===== config.mk =====
export PLATFORM = sky130hd
export DESIGN_NAME = hcssp_port
export DESIGN_NICKNAME = d
export VERILOG_FILES = /design/src/hcssp_pkg.sv /design/src/hcssp_sync.sv /design/src/hcssp_port.sv
export SDC_FILE = /design/constraint.sdc
export NUM_CORES = 1
export LEC_CHECK = 0
export ABC_AREA = 1
export BUFFER_PORTS_ARGS = -buffer_cell sky130_fd_sc_hd__buf_2
export CAP_MARGIN = 20
export CORE_MARGIN = 3
export CORE_UTILIZATION = 50
export DETAILED_ROUTE_END_ITERATION = 16
export PLACE_DENSITY = 0.67
export SYNTH_ARGS = -nofsm -noshare
export SYNTH_HDL_FRONTEND = slang
export SYNTH_SLANG_ARGS = --single-unit

===== constraint.sdc =====
create_clock -name mclk -period 1.6 [get_ports mclk]
set_input_delay 0.32 -clock mclk [delete_from_list [all_inputs] [get_ports mclk]]
set_output_delay 0.32 -clock mclk [all_outputs]
set_load 0.02 [all_outputs]

===== src/hcssp_pkg.sv =====
// Package for the host command synchronous serial port.
// Assumes a single 100 MHz system clock; all pins are sampled into that domain.
package hcssp_pkg;
   localparam int unsigned UNIT_BITS = 8;
   localparam logic [2:0] CNT_RESET = 3'h0;
   localparam logic [2:0] CNT_LAST = 3'h7;
   localparam logic [7:0] BYTE_RESET = 8'h00;
   localparam logic [2:0] SYNC_RESET = 3'h0;
   localparam logic [2:0] SYNC_CS_RESET = 3'h7;

   typedef enum logic [2:0] {
      HCSSP_IDLE = 3'b001,
      HCSSP_SHIFT = 3'b010,
      HCSSP_BUSY = 3'b100
   } hcssp_state_e;

   // Pins as seen by the port after synchronisation.
   typedef struct packed {
      logic sclk;
      logic sdi;
      logic chip_select_n;
      logic clock_phase_select;
   } hcssp_pins_s;

   // Command unit handed to the core and its completion.
   typedef struct packed {
      logic valid;
      logic [7:0] data;
   } hcssp_cmd_s;
endpackage : hcssp_pkg


===== src/hcssp_sync.sv =====
// Three-stage pin synchroniser; a change is accepted once stages two and three agree.
// Assumes asynchronous pins and an active-low asynchronous reset.
`timescale 1ns/1ps
`default_nettype none
module hcssp_sync #(
   parameter logic RESET_VALUE = 1'b0
) (
   input wire logic mclk,
   input wire logic rst_n,
   input wire logic pin,
   output logic level
);
   typedef struct packed {
      logic [2:0] stage;
      logic level;
   } hcssp_sync_s;

   hcssp_sync_s state;
   hcssp_sync_s next_state;

   always_comb begin
      next_state = state;
      next_state.stage = {state.stage[1:0], pin};
      if (state.stage[1] == state.stage[2]) begin
         next_state.level = state.stage[2];
      end
   end

   always_ff @(posedge mclk or negedge rst_n) begin
      if (!rst_n) begin
         state <= {{3{RESET_VALUE}}, RESET_VALUE};
      end else begin
         state <= next_state;
      end
   end

   assign level = state.level;
endmodule : hcssp_sync
`default_nettype wire


===== src/hcssp_port.sv =====
// Host command synchronous serial port: serial shift-in of command units, serial
// shift-out of a reply byte, and the command busy handshake.
// Assumes the serial clock is far slower than mclk (100 ns period against 10 ns).
//
// Function
// - With phase select low, input is sampled on each rising serial clock edge.
// - With phase select low, output changes on each falling serial clock edge.
// - With phase select high, input is sampled on each falling serial clock edge.
// - With phase select high, output changes on each rising serial clock edge.
// - Transfers happen only while chip select is low; otherwise pins are ignored.
// - The serial output is released whenever chip select is high.
// - In reset the output is released and the port returns to its initial state.
// - Busy is driven low while a command is processed; host waits for it high.
// - Holding reset low returns all logic to its initial state and halts it.
`timescale 1ns/1ps
`default_nettype none
module hcssp_port #(
   parameter int unsigned BUSY_CYCLES = 16
) (
   input wire logic mclk,
   input wire logic rst_n,
   input wire logic sclk,
   input wire logic sdi,
   input wire logic chip_select_n,
   input wire logic clock_phase_select,
   output logic sdo,
   output logic sdo_oe,
   output logic command_busy_n,
   output logic cmd_valid,
   output logic [7:0] cmd_data,
   input wire logic [7:0] reply_data
);
   if (BUSY_CYCLES < 1 || BUSY_CYCLES > 255) begin : g_bad_busy
      $error("BUSY_CYCLES must lie in 1..255");
   end

   ////////////////////////////////////////////////////////////////////////////
   // Reset levels match the idle pins, so no false edge or select follows reset.
   localparam hcssp_pkg::hcssp_pins_s SYNC_INIT = '{
      sclk: 1'b0,
      sdi: 1'b0,
      chip_select_n: 1'b1,
      clock_phase_select: 1'b0
   };

   hcssp_pkg::hcssp_pins_s pins;
   hcssp_pkg::hcssp_pins_s raw_pins;
   logic [3:0] sync_pins;

   assign raw_pins = '{
      sclk: sclk,
      sdi: sdi,
      chip_select_n: chip_select_n,
      clock_phase_select: clock_phase_select
   };

   for (genvar g = 0; g < 4; g++) begin : g_sync
      hcssp_sync #(
         .RESET_VALUE(SYNC_INIT[g])
      ) u_sync (
         .mclk(mclk),
         .rst_n(rst_n),
         .pin(raw_pins[g]),
         .level(sync_pins[g])
      );
   end

   assign pins = sync_pins;

   ////////////////////////////////////////////////////////////////////////////
   typedef struct packed {
      hcssp_pkg::hcssp_state_e fsm;
      logic sclk_prev;
      logic [2:0] bit_cnt;
      logic [7:0] shift_in;
      logic [7:0] shift_out;
      logic sdo;
      logic oe;
      logic [7:0] busy_cnt;
      hcssp_pkg::hcssp_cmd_s cmd;
   } hcssp_port_s;

   hcssp_port_s state;
   hcssp_port_s next_state;

   logic rise;
   logic fall;
   logic sample_edge;
   logic launch_edge;
   logic selected;

   assign rise = pins.sclk && !state.sclk_prev;
   assign fall = !pins.sclk && state.sclk_prev;
   assign selected = !pins.chip_select_n;
   // Phase select low: sample on rise, launch on fall; high swaps them.
   assign sample_edge = selected && (pins.clock_phase_select ? fall : rise);
   assign launch_edge = selected && (pins.clock_phase_select ? rise : fall);

   always_comb begin
      next_state = state;
      next_state.sclk_prev = pins.sclk;
      next_state.cmd.valid = 1'b0;
      next_state.oe = selected;
      case (state.fsm)
         hcssp_pkg::HCSSP_IDLE: begin
            next_state.bit_cnt = hcssp_pkg::CNT_RESET;
            if (selected) begin
               next_state.fsm = hcssp_pkg::HCSSP_SHIFT;
               next_state.shift_out = reply_data;
               next_state.sdo = reply_data[7];
            end
         end
         hcssp_pkg::HCSSP_SHIFT: begin
            if (!selected) begin
               // Partial unit dropped so the next select starts on a clean boundary.
               next_state.fsm = hcssp_pkg::HCSSP_IDLE;
               next_state.bit_cnt = hcssp_pkg::CNT_RESET;
            end else begin
               if (launch_edge && state.bit_cnt != hcssp_pkg::CNT_RESET) begin
                  next_state.sdo = state.shift_out[7];
               end
               if (sample_edge) begin
                  next_state.shift_in = {state.shift_in[6:0], pins.sdi};
                  next_state.shift_out = {state.shift_out[6:0], 1'b0};
                  next_state.bit_cnt = state.bit_cnt + 3'h1;
                  if (state.bit_cnt == hcssp_pkg::CNT_LAST) begin
                     next_state.cmd.valid = 1'b1;
                     next_state.cmd.data = {state.shift_in[6:0], pins.sdi};
                     next_state.busy_cnt = 8'(BUSY_CYCLES);
                     next_state.fsm = hcssp_pkg::HCSSP_BUSY;
                  end
               end
            end
         end
         hcssp_pkg::HCSSP_BUSY: begin
            next_state.bit_cnt = hcssp_pkg::CNT_RESET;
            next_state.busy_cnt = state.busy_cnt - 8'h01;
            if (state.busy_cnt == 8'h01) begin
               next_state.fsm = hcssp_pkg::HCSSP_IDLE;
            end
         end
         default: begin
            next_state.fsm = hcssp_pkg::HCSSP_IDLE;
         end
      endcase
   end

   always_ff @(posedge mclk or negedge rst_n) begin
      if (!rst_n) begin
         state.fsm <= hcssp_pkg::HCSSP_IDLE;
         state.sclk_prev <= 1'b0;
         state.bit_cnt <= hcssp_pkg::CNT_RESET;
         state.shift_in <= hcssp_pkg::BYTE_RESET;
         state.shift_out <= hcssp_pkg::BYTE_RESET;
         state.sdo <= 1'b0;
         state.oe <= 1'b0;
         state.busy_cnt <= hcssp_pkg::BYTE_RESET;
         state.cmd <= '0;
      end else begin
         state <= next_state;
      end
   end

   assign sdo = state.sdo;
   assign sdo_oe = state.oe;
   assign command_busy_n = (state.fsm != hcssp_pkg::HCSSP_BUSY);
   assign cmd_valid = state.cmd.valid;
   assign cmd_data = state.cmd.data;

   ////////////////////////////////////////////////////////////////////////////
   property p_oe_off_deselected;
      @(posedge mclk) disable iff (!rst_n)
         pins.chip_select_n |=> !sdo_oe;
   endproperty
   a_oe_off_deselected: assert property (p_oe_off_deselected)
      else $error("Output enabled while deselected.");

   property p_busy_after_unit;
      @(posedge mclk) disable iff (!rst_n)
         cmd_valid |-> !command_busy_n ##1 (BUSY_CYCLES == 1 || !command_busy_n);
   endproperty
   a_busy_after_unit: assert property (p_busy_after_unit)
      else $error("Busy not asserted after a command unit.");

   property p_valid_single;
      @(posedge mclk) disable iff (!rst_n)
         cmd_valid |=> !cmd_valid;
   endproperty
   a_valid_single: assert property (p_valid_single)
      else $error("Command unit pulse longer than one cycle.");

   property p_busy_ends;
      @(posedge mclk) disable iff (!rst_n)
         $fell(command_busy_n) |-> ##[1:300] command_busy_n;
   endproperty
   a_busy_ends: assert property (p_busy_ends)
      else $error("Busy never released.");

   property p_rise_sample;
      @(posedge mclk) disable iff (!rst_n)
         (state.fsm == hcssp_pkg::HCSSP_SHIFT && selected && !pins.clock_phase_select && rise)
         |=> state.shift_in[0] == $past(pins.sdi);
   endproperty
   a_rise_sample: assert property (p_rise_sample)
      else $error("Input not sampled on rising edge.");

   property p_fall_sample;
      @(posedge mclk) disable iff (!rst_n)
         (state.fsm == hcssp_pkg::HCSSP_SHIFT && selected && pins.clock_phase_select && fall)
         |=> state.shift_in[0] == $past(pins.sdi);
   endproperty
   a_fall_sample: assert property (p_fall_sample)
      else $error("Input not sampled on falling edge.");

   property p_out_stable_rise;
      @(posedge mclk) disable iff (!rst_n)
         (selected && !pins.clock_phase_select && !fall && state.fsm == hcssp_pkg::HCSSP_SHIFT)
         |=> $stable(sdo) || $past(state.fsm) != hcssp_pkg::HCSSP_SHIFT;
   endproperty
   a_out_stable_rise: assert property (p_out_stable_rise)
      else $error("Output changed away from falling edge.");

   property p_out_stable_fall;
      @(posedge mclk) disable iff (!rst_n)
         (selected && pins.clock_phase_select && !rise && state.fsm == hcssp_pkg::HCSSP_SHIFT)
         |=> $stable(sdo);
   endproperty
   a_out_stable_fall: assert property (p_out_stable_fall)
      else $error("Output changed away from rising edge.");

   property p_drop_partial;
      @(posedge mclk) disable iff (!rst_n)
         (state.fsm == hcssp_pkg::HCSSP_SHIFT && pins.chip_select_n)
         |=> state.bit_cnt == hcssp_pkg::CNT_RESET && !cmd_valid;
   endproperty
   a_drop_partial: assert property (p_drop_partial)
      else $error("Partial unit not discarded.");
endmodule : hcssp_port
`default_nettype wire


==> summary.txt <==
sequential power share: 0.459
category of the most critical setup path: flop to output pin
CTS sink cnt: 57
crit path capture: command_busy_n
die width: 78.0 um
Worst Skew: 0.00806 ns
max-cap violation count: 0
post-layout util: 0.625
Crit path largest cell delay: 0.32 ns
Total Power Consumption: 3.90 mW
synth-to-layout area growth: 17.6%
endpoints failing hold: 0
launch instance of the worst min-delay path: chip_select_n
sort of element at the end of the critical path: output pin
worst-path fanout max: 2
count of vias placed by the detailed router: 1894
mean number of vias per cell: 4.82
initial core utilization: 0.532
count of final max-slew check failures: 0
vias in the first global route: 1851
total setup violations reported at the end of the flow: 0
total placed cells including tap cells: 373
outcome: complete, no violations
Longest Clk Path Bufs: 2
Pre-Repair DR Iteration Count: 4
Worst path slowest cell: sky130_fd_sc_hd__dfrtp_1
global-route wire length before repair: 8.43 mm
slew of the pin with the lowest slew margin: 0.342 ns
CTS tree: built
VDD IR max: 0.757 mV
Net Sw Power: 1.18 mW
number of different library cells in the post-synthesis netlist: 30
cells along the critical path: inv_1 > buf_4 > nor3_4 > inv_2 > buf_2
detailed-placement wirelength estimate: 3.11 mm
placer congestion estimate: 0.795
relative contribution of the clock network to total power: 0.344
GRT Total Usage: 0.180
number of synthesis warnings: 0
power density relative to cell area: 1280 nW/um^2
post-detailed-route wirelength per cell: 11.7 um
count of fill cells added during filler insertion: 426
Antenna Nets Post-Route: 0
sequential fraction of the synthesis area: 0.552
Iter 0 DRT Violations: 101
most common library cell in the layout ignoring fill and taps: sky130_fd_sc_hd__nand2_1
R2R Setup Slk: 0.13 ns
Std-Cell Rows: 25
drt drc: 0
worst hold-check path type: primary input to flop
Mapped Avg Cell Area: 9.17 sq um
count of antenna diodes in the layout: 0
setup TNS after final layout: 0 ns
cell at the root of the clock tree: sky130_fd_sc_hd__clkbuf_8
input/output buffers: 25
synthesized net count: 302
logic gate share of total power: 0.196
switch share: 0.302
Top Ports: 26
share of cells above drive strength 1: 0.248
Hold Worst Slack: 0.0887 ns
clock network latency to the later pin of the worst-skew pair: 0.33 ns
share of the clock period used by the worst path: 0.938
# nets final: 340
antenna violations before repair: 0
peak clock frequency supported by timing: 666 MHz
height of the die: 78.0 um
worst rel slew slack: 0.770
die area: 6090 sq um
reported leakage power: 1.64 nW
maximum number of pins on one net before global-route repair: 58
cell count of the worst reg-to-reg path: 8
total stage count of the critical path: 5
number of clock buffers inserted by TritonCTS: 9
final standard cell count with taps included and fillers excluded: 393
total overflow reported by the global router: 0
most used cells in the layout excluding fill and tap cells: sky130_fd_sc_hd__nand2_1, sky130_fd_sc_hd__dfrtp_1, sky130_fd_sc_hd__buf_2, sky130_fd_sc_hd__inv_1, sky130_fd_sc_hd__o21ai_0
H-tree lvl count: 3
WP buf/inv: 4
number of instances in the synthesized netlist: 283
clock transition at the register clock pins on the worst setup and hold paths after CTS: 0.06 ns
clock period minus worst slack: 1.50 ns
final wirelength: 4.60 mm
worst reg2reg endpoint: state[37]
summed instance area of the synthesized netlist: 2590 sq um
worst reg2reg path startpoint: state[39]
Worst Setup Start Kind: flop
Worst Setup SP: state[41]
cell family contributing the most delay on the critical path: buffers and inverters
core area: 4880 sq um
data arrival time of the critical path: 1.18 ns
endpoint required time on the critical path: 1.28 ns
unrepaired setup endpoints after global routing: false
flip-flop and latch count after synthesis: 57
Internal Power: 2.72 mW
[cell usage after synthesis]
library cell / n / area (sq um)
sky130_fd_sc_hd__inv_4: 1 / 6.26
sky130_fd_sc_hd__o21ai_0: 14 / 70.1
sky130_fd_sc_hd__dfrtp_1: 52 / 1300
sky130_fd_sc_hd__nor3_1: 1 / 5.00
sky130_fd_sc_hd__nor2_1: 7 / 26.3
sky130_fd_sc_hd__nand3_1: 10 / 50.1
sky130_fd_sc_hd__xor2_1: 1 / 8.76
sky130_fd_sc_hd__ha_1: 5 / 62.6
sky130_fd_sc_hd__o21ai_4: 2 / 32.5
sky130_fd_sc_hd__nand4_1: 12 / 75.1
sky130_fd_sc_hd__nor2_2: 1 / 6.26
sky130_fd_sc_hd__nand2_4: 1 / 11.3
sky130_fd_sc_hd__nand2_1: 116 / 435
sky130_fd_sc_hd__dfstp_2: 5 / 131
sky130_fd_sc_hd__xnor2_1: 1 / 8.76
sky130_fd_sc_hd__o211ai_1: 1 / 7.51
sky130_fd_sc_hd__nor2_8: 1 / 20.0
sky130_fd_sc_hd__inv_2: 1 / 3.75
sky130_fd_sc_hd__buf_2: 2 / 10.0
sky130_fd_sc_hd__o21ai_1: 2 / 10.0
sky130_fd_sc_hd__a21oi_2: 1 / 8.76
sky130_fd_sc_hd__or2_2: 1 / 6.26
sky130_fd_sc_hd__nor3_4: 2 / 32.5
sky130_fd_sc_hd__inv_1: 22 / 82.6
sky130_fd_sc_hd__nand3_4: 1 / 17.5
sky130_fd_sc_hd__buf_6: 2 / 22.5
sky130_fd_sc_hd__nand2_2: 5 / 31.3
sky130_fd_sc_hd__buf_4: 8 / 60.1
sky130_fd_sc_hd__maj3_1: 4 / 40.0
sky130_fd_sc_hd__nor2_4: 1 / 11.3
[power by group through the flow]
stage,Clock [mW],Combinational [mW],Sequential (mW)
detailed placement,0,0.762,1.82
global placement,0,0.739,1.81
global route,1.45,0.866,1.83
CTS,1.37,0.766,1.79
finish,1.34,0.766,1.79
floorplan,0,0.547,1.81
[worst min path at each step]
stage,cells after the start,endpoint
global placement,0,g_sync[2].u_sync.next_state[3]
detailed placement,2,state[13]
global route,1,g_sync[2].u_sync.next_state[2]
finish,1,g_sync[1].u_sync.next_state[2]
floorplan,0,cmd_data[0]
CTS,1,g_sync[1].u_sync.next_state[2]
[worst reg2reg max path: cells and delay by family, from the launching register on]
kind            cells  cell delay (ns)
compound gates      1             0.15
buf+inv             2             0.24
flops               1             0.56
simple gates        5             0.40
[timing repair]
action | in CTS | in global routing
gates resized for setup | 1 | 6
pin swaps | 1 | 2
setup buffers | 2 | 1
setup endpoints to repair | 1 | 18
hold endpoints to repair | 52 | 0
hold buffers | 1 | 0
[layer usage]
metal,vias to the layer above,wire [um],track usage
met4,0,114,0.0892
met5,-,0,0
li1,977,-,-
met2,45,2120,0.287
met3,11,252,0.0516
met1,861,2110,0.224
[stage by stage]
step / setup slack [ns] / cell area [sq um]
2_1_floorplan: 0.237 / 2590
3_3_place_gp: 0.128 / 2800
3_5_place_dp: 0.0905 / 2800
4_1_cts: 0.0119 / 3020
5_1_grt: 0.000728 / 3050
6_report: 0.0985 / 3050
[kinds of logic after synthesis]
kind of cell               synth area share
DFF                                   0.552
and+or+nand+nor                       0.281
buffers and inverters                0.0714
xor gates and xnor gates            0.00675
AOI/OAI and AO/OA                    0.0497
adders and majority gates            0.0395
[final cells by class]
| class | instances | area (sq um) | share of cell area |
|---|---|---|---|
| flip-flops and latches | 57 | 1430 | 0.470 |
| multi-input cells | 190 | 980 | 0.321 |
| repair buffers | 39 | 262 | 0.0857 |
| clock buffers | 13 | 159 | 0.0521 |
| inverters | 24 | 92.6 | 0.0304 |
| well taps | 67 | 83.8 | 0.0275 |
| clock inverters | 3 | 40.0 | 0.0131 |
[registers in the layout, summed over array words and instances, names as in the netlist]
signal                    flops
g_sync.u_sync.level           4
g_sync.u_sync.next_state      8
cmd_valid                     1
cmd_data                      8
g_sync.u_sync.state           4
sdo_oe                        1
state                        30
sdo                           1
Note: power is estimated with default switching activity, not from simulation.
